==> src/common/ebirs_regs.svh <==
`ifndef EBIRS_REGS_SVH
`define EBIRS_REGS_SVH

// Timing
`define EBIRS_CLK_DIV      256
`define EBIRS_SETTLE       2'd3
// Serial read command: start bit, read opcode, six address bits
`define EBIRS_READ_OP      3'b110
`define EBIRS_CMD_BITS     5'd9
`define EBIRS_WORD_BITS    5'd16
// Word positions inside the memory image
`define EBIRS_VENDOR_WORD  3'd0
`define EBIRS_SUBVEN_WORD  3'd1
// Manual control register fields
`define EBIRS_MAN_CK       0
`define EBIRS_MAN_CS       1
`define EBIRS_MAN_DI       2
`define EBIRS_MAN_DO       3
`define EBIRS_MAN_RST      4'h0
// Modem control register infrared bit
`define EBIRS_MCR_IR_BIT   6
`endif

==> src/common/ebirs_pkg.sv <==
package ebirs_pkg;
  typedef enum logic [2:0] {
    ST_SENSE,
    ST_CMD,
    ST_READ,
    ST_GAP,
    ST_DONE
  } ebirs_state_t;
endpackage

==> src/rtl/ebirs_top.sv <==
`include "ebirs_regs.svh"
module ebirs_top #(
  parameter int          CLK_DIV    = `EBIRS_CLK_DIV,
  parameter int          NUM_WORDS  = 8,
  parameter int          NUM_CH     = 4,
  // Default identity values are arbitrary
  parameter logic [15:0] DEF_VENDOR = 16'h1234,
  parameter logic [15:0] DEF_SUBVEN = 16'h5678
) (
  // Clock and reset
  input  wire logic              clk,
  input  wire logic              nrst,
  input  wire logic              soft_reset,
  // Serial memory pins
  output logic                   nvm_serial_clock,
  output logic                   nvm_select_o,
  output logic                   nvm_select_oe,
  input  wire logic              nvm_select_i,
  output logic                   nvm_write_data,
  input  wire logic              nvm_read_data,
  // Strap pin
  input  wire logic              infrared_strap,
  // Manual control register
  input  wire logic              man_wr,
  input  wire logic [2:0]        man_wdata,
  output logic      [3:0]        nvm_manual_control_reg,
  // Load status and identity
  output logic                   load_done,
  output logic                   nvm_present,
  output logic      [15:0]       vendor_id,
  output logic      [15:0]       subvendor_id,
  input  wire logic [2:0]        word_addr,
  output logic      [15:0]       word_data,
  // Modem control infrared bit, all channels
  output logic      [NUM_CH-1:0] mcr_ir_bit,
  output logic                   mcr_ir_load
);
  localparam int HALF = CLK_DIV / 2;
  localparam int DW   = $clog2(HALF);

  initial begin
    if (CLK_DIV < 4 || CLK_DIV % 2 != 0 || NUM_WORDS != 8 || NUM_CH < 1) begin
      $error("ebirs_top: unsupported parameter values");
    end
  end

  // ****************************************
  // Pin synchronisers
  // ****************************************
  logic strap_m, strap_s, do_m, do_s, csin_m, csin_s;

  always_ff @(posedge clk) begin
    if (!nrst) begin
      {strap_m, strap_s, do_m, do_s, csin_m, csin_s} <= 6'h00;
    end else begin
      strap_m <= infrared_strap;
      strap_s <= strap_m;
      do_m    <= nvm_read_data;
      do_s    <= do_m;
      csin_m  <= nvm_select_i;
      csin_s  <= csin_m;
    end
  end

  // ****************************************
  // Settle timer after reset or soft reset
  // ****************************************
  logic [1:0] wait_r;
  logic       sample;

  assign sample = (wait_r == 2'd1);

  always_ff @(posedge clk) begin
    if (!nrst) begin
      wait_r <= `EBIRS_SETTLE;
    end else if (soft_reset) begin
      wait_r <= `EBIRS_SETTLE;
    end else if (wait_r != 2'd0) begin
      wait_r <= wait_r - 2'd1;
    end
  end

  always_ff @(posedge clk) begin
    if (!nrst) begin
      mcr_ir_bit  <= '0;
      mcr_ir_load <= 1'b0;
    end else begin
      mcr_ir_load <= sample;
      if (sample) begin
        mcr_ir_bit <= {NUM_CH{strap_s}};
      end
    end
  end

  // ****************************************
  // Serial clock divider
  // ****************************************
  logic [DW-1:0] div_r;
  logic          tick;

  assign tick = (div_r == DW'(HALF - 1));

  always_ff @(posedge clk) begin
    if (!nrst || tick) begin
      div_r <= '0;
    end else begin
      div_r <= div_r + 1'b1;
    end
  end

  // ****************************************
  // Loader state machine
  // ****************************************
  ebirs_pkg::ebirs_state_t state_r;
  logic [2:0]  word_r;
  logic [4:0]  bit_r;
  logic [8:0]  cmd_r;
  logic [15:0] shift_r;
  logic [3:0]  wcnt_r;
  logic        sk_r, cs_r, cs_oe_r, di_r, present_r;
  logic        mem_we;
  logic [15:0] mem_wdata;

  assign mem_we    = tick && sk_r && (state_r == ebirs_pkg::ST_READ)
                     && (bit_r == `EBIRS_WORD_BITS - 5'd1);
  assign mem_wdata = {shift_r[14:0], do_s};

  always_ff @(posedge clk) begin
    if (!nrst) begin
      state_r   <= ebirs_pkg::ST_SENSE;
      word_r    <= 3'd0;
      bit_r     <= 5'd0;
      cmd_r     <= 9'h000;
      shift_r   <= 16'h0000;
      sk_r      <= 1'b0;
      cs_r      <= 1'b0;
      cs_oe_r   <= 1'b0;
      di_r      <= 1'b0;
      present_r <= 1'b0;
    end else begin
      unique case (state_r)
        ebirs_pkg::ST_SENSE: begin
          if (sample) begin
            present_r <= csin_s;
            cs_oe_r   <= 1'b1;
            cs_r      <= 1'b0;
            state_r   <= csin_s ? ebirs_pkg::ST_GAP : ebirs_pkg::ST_DONE;
          end
        end
        ebirs_pkg::ST_CMD: begin
          if (tick) begin
            sk_r <= !sk_r;
            if (sk_r) begin
              if (bit_r == `EBIRS_CMD_BITS - 5'd1) begin
                bit_r   <= 5'd0;
                state_r <= ebirs_pkg::ST_READ;
              end else begin
                bit_r <= bit_r + 5'd1;
                di_r  <= cmd_r[7];
                cmd_r <= {cmd_r[7:0], 1'b0};
              end
            end
          end
        end
        // sixteen bits, sampled at end of high phase
        ebirs_pkg::ST_READ: begin
          if (tick) begin
            sk_r <= !sk_r;
            di_r <= 1'b0;
            if (sk_r) begin
              shift_r <= mem_wdata;
              bit_r   <= bit_r + 5'd1;
              if (mem_we) begin
                bit_r   <= 5'd0;
                cs_r    <= 1'b0;
                word_r  <= word_r + 3'd1;
                state_r <= (word_r == 3'(NUM_WORDS - 1)) ? ebirs_pkg::ST_DONE
                                                          : ebirs_pkg::ST_GAP;
              end
            end
          end
        end
        // Select low for one half period between words
        ebirs_pkg::ST_GAP: begin
          if (tick) begin
            cs_r    <= 1'b1;
            cmd_r   <= {`EBIRS_READ_OP, 3'b000, word_r};
            di_r    <= 1'b1;
            state_r <= ebirs_pkg::ST_CMD;
          end
        end
        ebirs_pkg::ST_DONE: begin
          if (man_wr) begin
            sk_r <= man_wdata[`EBIRS_MAN_CK];
            cs_r <= man_wdata[`EBIRS_MAN_CS];
            di_r <= man_wdata[`EBIRS_MAN_DI];
          end
        end
      endcase
    end
  end

  // Write count kept for load checking
  always_ff @(posedge clk) begin
    if (!nrst) begin
      wcnt_r <= 4'd0;
    end else if (mem_we) begin
      wcnt_r <= wcnt_r + 4'd1;
    end
  end

  // ****************************************
  // Identity words and registered outputs
  // ****************************************
  ebirs_mem #(.DEPTH(8), .WIDTH(16), .AW(3)) u_mem (
    .clk     (clk),
    .we      (mem_we),
    .waddr   (word_r),
    .wdata   (mem_wdata),
    .raddr   (word_addr),
    .rdata_r (word_data)
  );

  always_ff @(posedge clk) begin
    if (!nrst) begin
      vendor_id    <= DEF_VENDOR;
      subvendor_id <= DEF_SUBVEN;
    end else if (mem_we) begin
      if (word_r == `EBIRS_VENDOR_WORD) begin
        vendor_id <= mem_wdata;
      end
      if (word_r == `EBIRS_SUBVEN_WORD) begin
        subvendor_id <= mem_wdata;
      end
    end
  end

  assign nvm_serial_clock = sk_r;
  assign nvm_select_o     = cs_r;
  assign nvm_select_oe    = cs_oe_r;
  assign nvm_write_data   = di_r;
  assign nvm_present      = present_r;

  // read data visible in manual register
  always_ff @(posedge clk) begin
    if (!nrst) begin
      nvm_manual_control_reg <= `EBIRS_MAN_RST;
      load_done              <= 1'b0;
    end else begin
      nvm_manual_control_reg <= {do_s, di_r, cs_r, sk_r};
      load_done              <= (state_r == ebirs_pkg::ST_DONE);
    end
  end

  // ****************************************
  // Assertions
  // ****************************************
  property p_div_clock;
    @(posedge clk) disable iff (!nrst)
      (state_r != ebirs_pkg::ST_DONE) && $changed(sk_r) |-> $past(tick);
  endproperty
  a_div_clock: assert property (p_div_clock) else $error("serial clock off divider");

  property p_id_load;
    @(posedge clk) disable iff (!nrst)
      $changed(vendor_id) |-> $past(mem_we) && ($past(word_r) == `EBIRS_VENDOR_WORD);
  endproperty
  a_id_load: assert property (p_id_load) else $error("vendor id changed without load");

  property p_man_clk;
    @(posedge clk) disable iff (!nrst)
      (state_r == ebirs_pkg::ST_DONE) && man_wr |=> sk_r == $past(man_wdata[0]);
  endproperty
  a_man_clk: assert property (p_man_clk) else $error("manual clock not applied");

  property p_man_cs;
    @(posedge clk) disable iff (!nrst)
      (state_r == ebirs_pkg::ST_DONE) && man_wr |=> cs_r == $past(man_wdata[1]) && cs_oe_r;
  endproperty
  a_man_cs: assert property (p_man_cs) else $error("manual select not applied");

  property p_man_data;
    @(posedge clk) disable iff (!nrst)
      (state_r == ebirs_pkg::ST_DONE) && man_wr |=> di_r == $past(man_wdata[2])
        ##1 nvm_manual_control_reg[`EBIRS_MAN_DI] == $past(di_r);
  endproperty
  a_man_data: assert property (p_man_data) else $error("manual data path wrong");

  property p_sense;
    @(posedge clk) disable iff (!nrst)
      (state_r == ebirs_pkg::ST_SENSE) && sample |=> present_r == $past(csin_s);
  endproperty
  a_sense: assert property (p_sense) else $error("presence sense wrong");

  property p_strap;
    @(posedge clk) disable iff (!nrst)
      sample |=> mcr_ir_load && (mcr_ir_bit == {NUM_CH{$past(strap_s)}});
  endproperty
  a_strap: assert property (p_strap) else $error("strap not copied");

  property p_soft;
    @(posedge clk) disable iff (!nrst)
      soft_reset ##1 !soft_reset [*3] |=> mcr_ir_load;
  endproperty
  a_soft: assert property (p_soft) else $error("soft reset did not resample");

  property p_words;
    @(posedge clk) disable iff (!nrst)
      $rose(load_done) && present_r |-> wcnt_r == 4'd8;
  endproperty
  a_words: assert property (p_words) else $error("word count wrong");

  property p_idle;
    @(posedge clk) disable iff (!nrst)
      $rose(load_done) && !present_r |-> !sk_r && !cs_r && cs_oe_r && wcnt_r == 4'd0;
  endproperty
  a_idle: assert property (p_idle) else $error("absent memory not idle");

  property p_no_early;
    @(posedge clk) disable iff (!nrst)
      (state_r == ebirs_pkg::ST_SENSE) && man_wr |=> !sk_r && !cs_r;
  endproperty
  a_no_early: assert property (p_no_early) else $error("manual write before load");

  c_load: cover property (@(posedge clk) disable iff (!nrst) $rose(load_done) && present_r);
  c_absent: cover property (@(posedge clk) disable iff (!nrst) $rose(load_done) && !present_r);
  c_ir: cover property (@(posedge clk) disable iff (!nrst) mcr_ir_load && mcr_ir_bit[0]);
  c_man: cover property (@(posedge clk) disable iff (!nrst) load_done && man_wr);
endmodule

==> src/rtl/ebirs_mem.sv <==
module ebirs_mem #(
  parameter int DEPTH = 8,
  parameter int WIDTH = 16,
  parameter int AW    = 3
) (
  // Clock
  input  wire logic             clk,
  // Write port
  input  wire logic             we,
  input  wire logic [AW-1:0]    waddr,
  input  wire logic [WIDTH-1:0] wdata,
  // Read port, data registered
  input  wire logic [AW-1:0]    raddr,
  output logic      [WIDTH-1:0] rdata_r
);
  logic [WIDTH-1:0] mem [DEPTH];

  always_ff @(posedge clk) begin
    if (we) begin
      mem[waddr] <= wdata;
    end
  end

  always_ff @(posedge clk) begin
    rdata_r <= mem[raddr];
  end
endmodule

==> config.mk <==
export PLATFORM = sky130hd
export DESIGN_NAME = ebirs_top
export DESIGN_NICKNAME = d
export VERILOG_FILES = /design/src/common/ebirs_pkg.sv /design/src/rtl/ebirs_top.sv /design/src/rtl/ebirs_mem.sv
export VERILOG_INCLUDE_DIRS = /design/src /design/src/common
export SDC_FILE = /design/constraint.sdc
export NUM_CORES = 1
export LEC_CHECK = 0
export ABC_AREA = 0
export BUFFER_PORTS_ARGS = -buffer_cell sky130_fd_sc_hd__buf_4
export CAP_MARGIN = 10
export CORE_UTILIZATION = 60
export CTS_BUF_LIST = sky130_fd_sc_hd__clkbuf_2 sky130_fd_sc_hd__clkbuf_4 sky130_fd_sc_hd__clkbuf_8
export DETAILED_ROUTE_END_ITERATION = 10
export PLACE_DENSITY = 0.8
export REMOVE_ABC_BUFFERS = 1
export SYNTH_ARGS = -nofsm -noshare
export SYNTH_HDL_FRONTEND = slang
export SYNTH_HIERARCHICAL = 1
export SYNTH_SLANG_ARGS = --single-unit
==> constraint.sdc <==
create_clock -name clk -period 4.8 [get_ports clk]
set_clock_uncertainty 0.1 [all_clocks]
set_input_delay 0.48 -clock clk [delete_from_list [all_inputs] [get_ports clk]]
set_output_delay 0.48 -clock clk [all_outputs]
set_load 0.05 [all_outputs]
==> results of run 1 <==
## through the flow
step | worst slack (ns) | instances | utilization, % | hold slack (ns) | area (µm²)
2_1_floorplan | 1.69 | 610 | - | 0.312 | 8910
3_3_place_gp | 1.62 | 874 | 66.4 | 0.320 | 9750
3_5_place_dp | 1.40 | 874 | 66.4 | 0.322 | 9750
4_1_cts | 1.38 | 941 | 71.6 | 0.0392 | 10500
5_1_grt | 1.28 | 942 | 71.7 | 0.0419 | 10500
6_report | 1.53 | 942 | 71.7 | 0.0561 | 10500
## area by class of cell
class / instances / area, µm²
Sequential cell: 237 / 6030
Fill cell: 937 / 4160
Multi-Input combinational cell: 359 / 2850
Clock buffer: 62 / 741
Timing Repair Buffer: 81 / 608
Tap cell: 184 / 230
Inverter: 14 / 52.6
Clock inverter: 5 / 32.5
## report_power, final
| part | leakage [nW] | internal (mW) | switching [mW] |
|---|---|---|---|
| clock | 0.418 | 0.978 | 0.733 |
| combinational | 1.52 | 0.100 | 0.157 |
| sequential | 2.09 | 2.15 | 0.0404 |
## logic make-up (layout without fill, tap and decap cells)
kind of cell,Yosys count,in the layout,share of synthesized area (%)
compound gates,81,81,5.20
flops,237,237,65.9
buf+inv,54,162,3.15
mux,68,68,13.2
xor+xnor,6,6,0.575
simple gates,194,194,10.6
fa+ha+maj,10,10,1.37
## layer usage
metal  vias up  global-route usage, %  wire (µm)  part of all wire, %
li1       2590                      -          -                    -
met1      2619                   30.5       7470                   44
met2       203                   36.5       8140                   48
met3        31                   5.43       1150                  6.7
met4         0                   7.25        307                  1.8
met5         -                      0          0                    0
## cell usage in the layout (no fill, tap or decap), drive strengths merged, types with 4 or more instances in the layout
| cell type | instances |
|---|---|
| and2 | 9 |
| nand2 | 78 |
| and3 | 5 |
| dfxtp | 109 |
| mux2 | 18 |
| clkbuf | 62 |
| nor2b | 4 |
| nand3 | 36 |
| mux2i | 18 |
| edfxtp | 128 |
| nor3 | 9 |
| nor2 | 33 |
| mux4 | 32 |
| o21ai | 29 |
| a21oi | 28 |
| inv | 17 |
| nand2b | 5 |
| ha | 10 |
| buf | 81 |
## cells in the mapped netlist, types with 11 or more instances
library cell | count | area share (%)
clkbuf_1 | 17 | 0.70
mux4_1 | 28 | 8.0
inv_1 | 14 | 0.57
nand2_1 | 78 | 3.2
a21oi_1 | 28 | 1.5
dfxtp_1 | 109 | 24
mux2i_1 | 18 | 2.0
o21ai_1 | 11 | 0.60
nand3_1 | 35 | 1.9
nor2_1 | 33 | 1.4
edfxtp_1 | 128 | 42
mux2_2 | 18 | 2.2
o21ai_0 | 18 | 0.98
## worst max-delay path: stages, from the launching register on
cell	delay (ns)
dfxtp_1	0.39
ha_1	0.26
nand2_1	0.12
or2_0	0.45
nor3_1	0.42
nand2b_1	0.19
nor3_2	0.94
## worst paths after layout
path | cells past startpoint | start | slack (ns) | endpoint
max | 6 | div_r[0]$_SDFF_PP0_ | 1.53 | u_mem/mem[0][3]$_DFFE_PP_
max reg2reg | 6 | div_r[0]$_SDFF_PP0_ | 1.53 | u_mem/mem[0][3]$_DFFE_PP_
min reg2reg | 1 | do_m$_SDFF_PN0_ | 0.34 | do_s$_SDFF_PN0_
min | 3 | soft_reset | 0.06 | wait_r[1]$_SDFFE_PP1P_
==> out/results.txt, run 1 <==
outcome - finished with violations
failing checks - DRC
CP Launch Type - flip-flop
Reg clk slew, reported paths - 0.06 ns
Synth Flop Type - edfxtp_1
Post-route DRC - 4
largest net degree at the start of global routing - 68
critical path type - flip-flop to flip-flop
drt first-iter violations - 381
Tot GR Track Use - 22.6%
Req. time, crit path - 4.83 ns
Core Area - 0.0147 mm²
CTS Buffer Depth - 3
Routed WL per cell - 18.1 µm
Die X - 125 µm
antenna viol nets, final - 0
CTS Buf Count - 38
initial antenna violation count - 0
number of global-route vias before repair - 5,432
DRT Pass-1 Iters - 8
FFs w/ async S/R, synth - 0%
Slew Limit Fails - 0
PwrDens - 394 mW/mm²
number of flops mapped to enable cells by yosys - 128
# setup viols final - 0
Syn-to-layout area delta - 15.3%
vias - 5,443
RSZ-0062 raised after global routing - false
fin crit share - 68.1%
max reg flops - 128
# Post-CTS Setup Buffers - 0
WL final - 17,100 µm
total gr overflow - 0
hold_buf cts - 0
Slew @ Worst Pin - 1.21 ns
latest clock arrival within the worst-skew pair - 0.52 ns
max_slew headroom - 18.8%
highest clock rate - 306 MHz
Cell variety after synth - 59
# IOs - 76
critical-path maximum fanout - 16
diodes inserted - 0
Top reg by flops - u_mem/mem
Crit. End Element - flip-flop
register bit total from synthesis - 237
clk root buf - clkbuf_8
Power, Total - 4.15 mW
Final Hold Violating Endpoints - 0
Post-DP HPWL - 10,900 µm
Die H - 125 µm
H-tree lvl count - 2
first-pass GRT wire length - 27,700 µm
area of the mapped netlist - 0.00915 mm²
post-route minimum period - 3.27 ns
Starting Density - 62.2%
DIE AREA - 0.0157 mm²
DR vias/cell - 5.78
CTS sink cnt - 237
Static Leakage - 4.03 nW
Yosys warning total - 6
# resized after CTS - 0
Syn Area/Cell - 14.1 µm²
Worst Path Arrival - 3.29 ns
Synth Instances - 650
CTS tree - yes
Peak supply drop - 342 µV
setup TNS - 0 ns
count of buffers from port buffering - 75
sequential fraction of the synthesis area - 65.9%
max cap viols - 0
GPL Wtd Cong - 0.859
nets@finish - 754
min-delay worst type - primary input to flip-flop
share of cells above drive strength 1 - 23.9%
row count - 44
No activity file was read; power rests on OpenSTA's default activity.
==> inputs of run 2 (changes only) <==
ABC_AREA = 1   (was 0)
clock period = 3.1 ns   (was 4.8 ns; I/O delays follow)
==> run 2 against run 1 <==
Effect of this change:
- the run now ends clean
- clock power up 61%
- clock-buffer cell count increased by 1
- sequential share of layout area shrank 4.1 points
- critical path depth up 4
- global-route usage is 3.5 points higher
- flip-flop and latch count did not move
- sequential power rose by 55%
- maximum frequency up 33%
==> out/results.txt, run 2 <==
register bit total from synthesis - 237
area of the mapped netlist - 0.00991 mm²
Worst Path Arrival - 2.56 ns
first-pass GRT wire length - 33,600 µm
Req. time, crit path - 3.20 ns
Cell variety after synth - 35
Slew @ Worst Pin - 0.730 ns
GPL Wtd Cong - 0.947
CP Launch Type - flip-flop
FFs w/ async S/R, synth - 0%
CTS Buf Count - 38
# resized after CTS - 0
Yosys top cell area share - 38.8%
row count - 46
antenna viol nets, final - 0
most frequent cells in the layout - nand2_1 (312), inv_1 (186), edfxtp_1 (128)
sequential fraction of the synthesis area - 60.8%
latest clock arrival within the worst-skew pair - 0.53 ns
Tot GR Track Use - 26.2%
Top reg by flops - u_mem/mem
top-count cell post-synth - nand2_1
largest net degree at the start of global routing - 65
Yosys warning total - 6
Static Leakage - 5.31 nW
dpl cells - 1,339
Synth Flop Type - edfxtp_1
Die H - 131 µm
Core Area - 0.0160 mm²
fin crit share - 79.4%
diodes inserted - 0
WL final - 21,100 µm
CTS tree - yes
CTS sink cnt - 237
critical path type - flip-flop to flip-flop
share of cells above drive strength 1 - 15.7%
count of buffers from port buffering - 75
Die X - 131 µm
Synth Instances - 1,083
DR vias/cell - 5.09
highest clock rate - 406 MHz
Synth area leader - edfxtp_1
initial antenna violation count - 0
# fillers - 1,190
# IOs - 76
DRT Pass-1 Iters - 6
Multi-input gate area - 0.00282 mm²
CTS Buffer Depth - 3
Post-route DRC - 0
Peak supply drop - 576 µV
nets@finish - 1,190
hold_buf cts - 4
Routed WL per cell - 14.9 µm
max cap viols - 0
PwrDens - 611 mW/mm²
hold slack - 0.0450 ns
Starting Density - 62.0%
FF/Latch Area - 0.00603 mm²
Reg clk slew, reported paths - 0.06 ns
min-delay worst type - primary input to flip-flop
commonest non-fill, non-tap cell in the layout - nand2_1
number of flops mapped to enable cells by yosys - 128
Final WS setup - 0.639 ns
Slew Limit Fails - 0
setup TNS - 0 ns
Non-Filler Instances - 1,413
number of global-route vias before repair - 6,779
H-tree lvl count - 2
critical-path maximum fanout - 23
total gr overflow - 0
# Post-CTS Setup Buffers - 0
Placement Setup Slack - 0.681 ns
Post-DP HPWL - 13,600 µm
drt first-iter violations - 689
Post-synth top cells - nand2_1 (312), inv_1 (186), edfxtp_1 (128)
RSZ-0062 raised after global routing - false
Syn Area/Cell - 9.15 µm²
Final Hold Violating Endpoints - 0
outcome - complete, no violations
DIE AREA - 0.0170 mm²
max reg flops - 128
Crit. End Element - flip-flop
post-route minimum period - 2.46 ns
clk root buf - clkbuf_8
Syn-to-layout area delta - 14.5%
vias - 7,194
Synth area leaders - edfxtp_1 (39%), dfxtp_1 (22%), nand2_1 (12%), inv_1 (7.0%), nand3_1 (5.2%)
# setup viols final - 0
max_slew headroom - 51.1%
run 2: cell count changes after synthesis, moves of 28 or more:
cell and delta:
a21oi_1 +28, inv_1 +172, mux4_1 -28, nand2_1 +234, nand3_1 +69
run 2: per-stage QoR:
step,power [mW],util (%),area (µm²)
after floorplan,4.01,-,9580
after global placement,4.23,65.7,10500
after detailed placement,4.24,65.7,10500
after CTS,6.97,70.9,11300
after global routing,7.22,70.9,11300
final,6.93,70.9,11300
run 2: final timing paths:
path,start,endpoint,slack [ns],cells past startpoint
setup / recovery,div_r[0]$_SDFF_PP0_,u_mem/mem[6][1]$_DFFE_PP_,0.64,10
hold / removal,word_addr[2],u_mem/rdata_r[4]$_DFF_P_,0.05,3
hold reg to reg,do_m$_SDFF_PN0_,do_s$_SDFF_PN0_,0.31,2
setup reg to reg,div_r[0]$_SDFF_PP0_,u_mem/mem[6][1]$_DFFE_PP_,0.64,10
run 2: final cells by class:
| cell class | instances | area share [%] |
|---|---|---|
| sequential | 237 | 53.1 |
| multi-input combinational | 605 | 24.9 |
| clock buffer | 63 | 6.54 |
| inverter | 193 | 6.46 |
| timing repair buffer | 92 | 6.17 |
| tap | 216 | 2.38 |
| clock inverter | 7 | 0.496 |
run 2: where the power goes:
part           leakage (nW)  switching, mW  total (mW)  internal, mW
logic                  2.96          0.544       0.780         0.236
clock network         0.432           1.16        2.75          1.59
registers              1.92         0.0562        3.40          3.34
total                  5.31           1.76        6.93          5.17
run 2: cells by family (layout without fill, tap and decap cells):
logic type      count (synthesis)  after routing  synth area share [%]
xor+xnor                        2              2                 0.177
buf+inv                       241            355                  10.8
fa+ha+maj                      10             10                  1.26
compound gates                100            100                  5.92
simple gates                  493            493                  21.1
flops                         237            237                  60.8
run 2: worst max-delay path, cell delays in order (launching register included):
cell and delay (ns):
dfxtp_1 0.35, ha_1 0.18, nand2_1 0.10, nor2_4 0.16, nand3_4 0.13, clkinv_4 0.10, nand3_4 0.13, inv_4 0.24
nand2_1 0.21, nor2_1 0.17, buf_4 0.25
run 2: per-layer routing:
metal | share of wire [%] | global-route usage (%) | vias up
li1 | - | - | 3600
met1 | 41 | 33.1 | 3252
met2 | 48 | 44.0 | 270
met3 | 6.9 | 4.60 | 72
met4 | 3.8 | 12.1 | 0
met5 | 0 | 0 | -
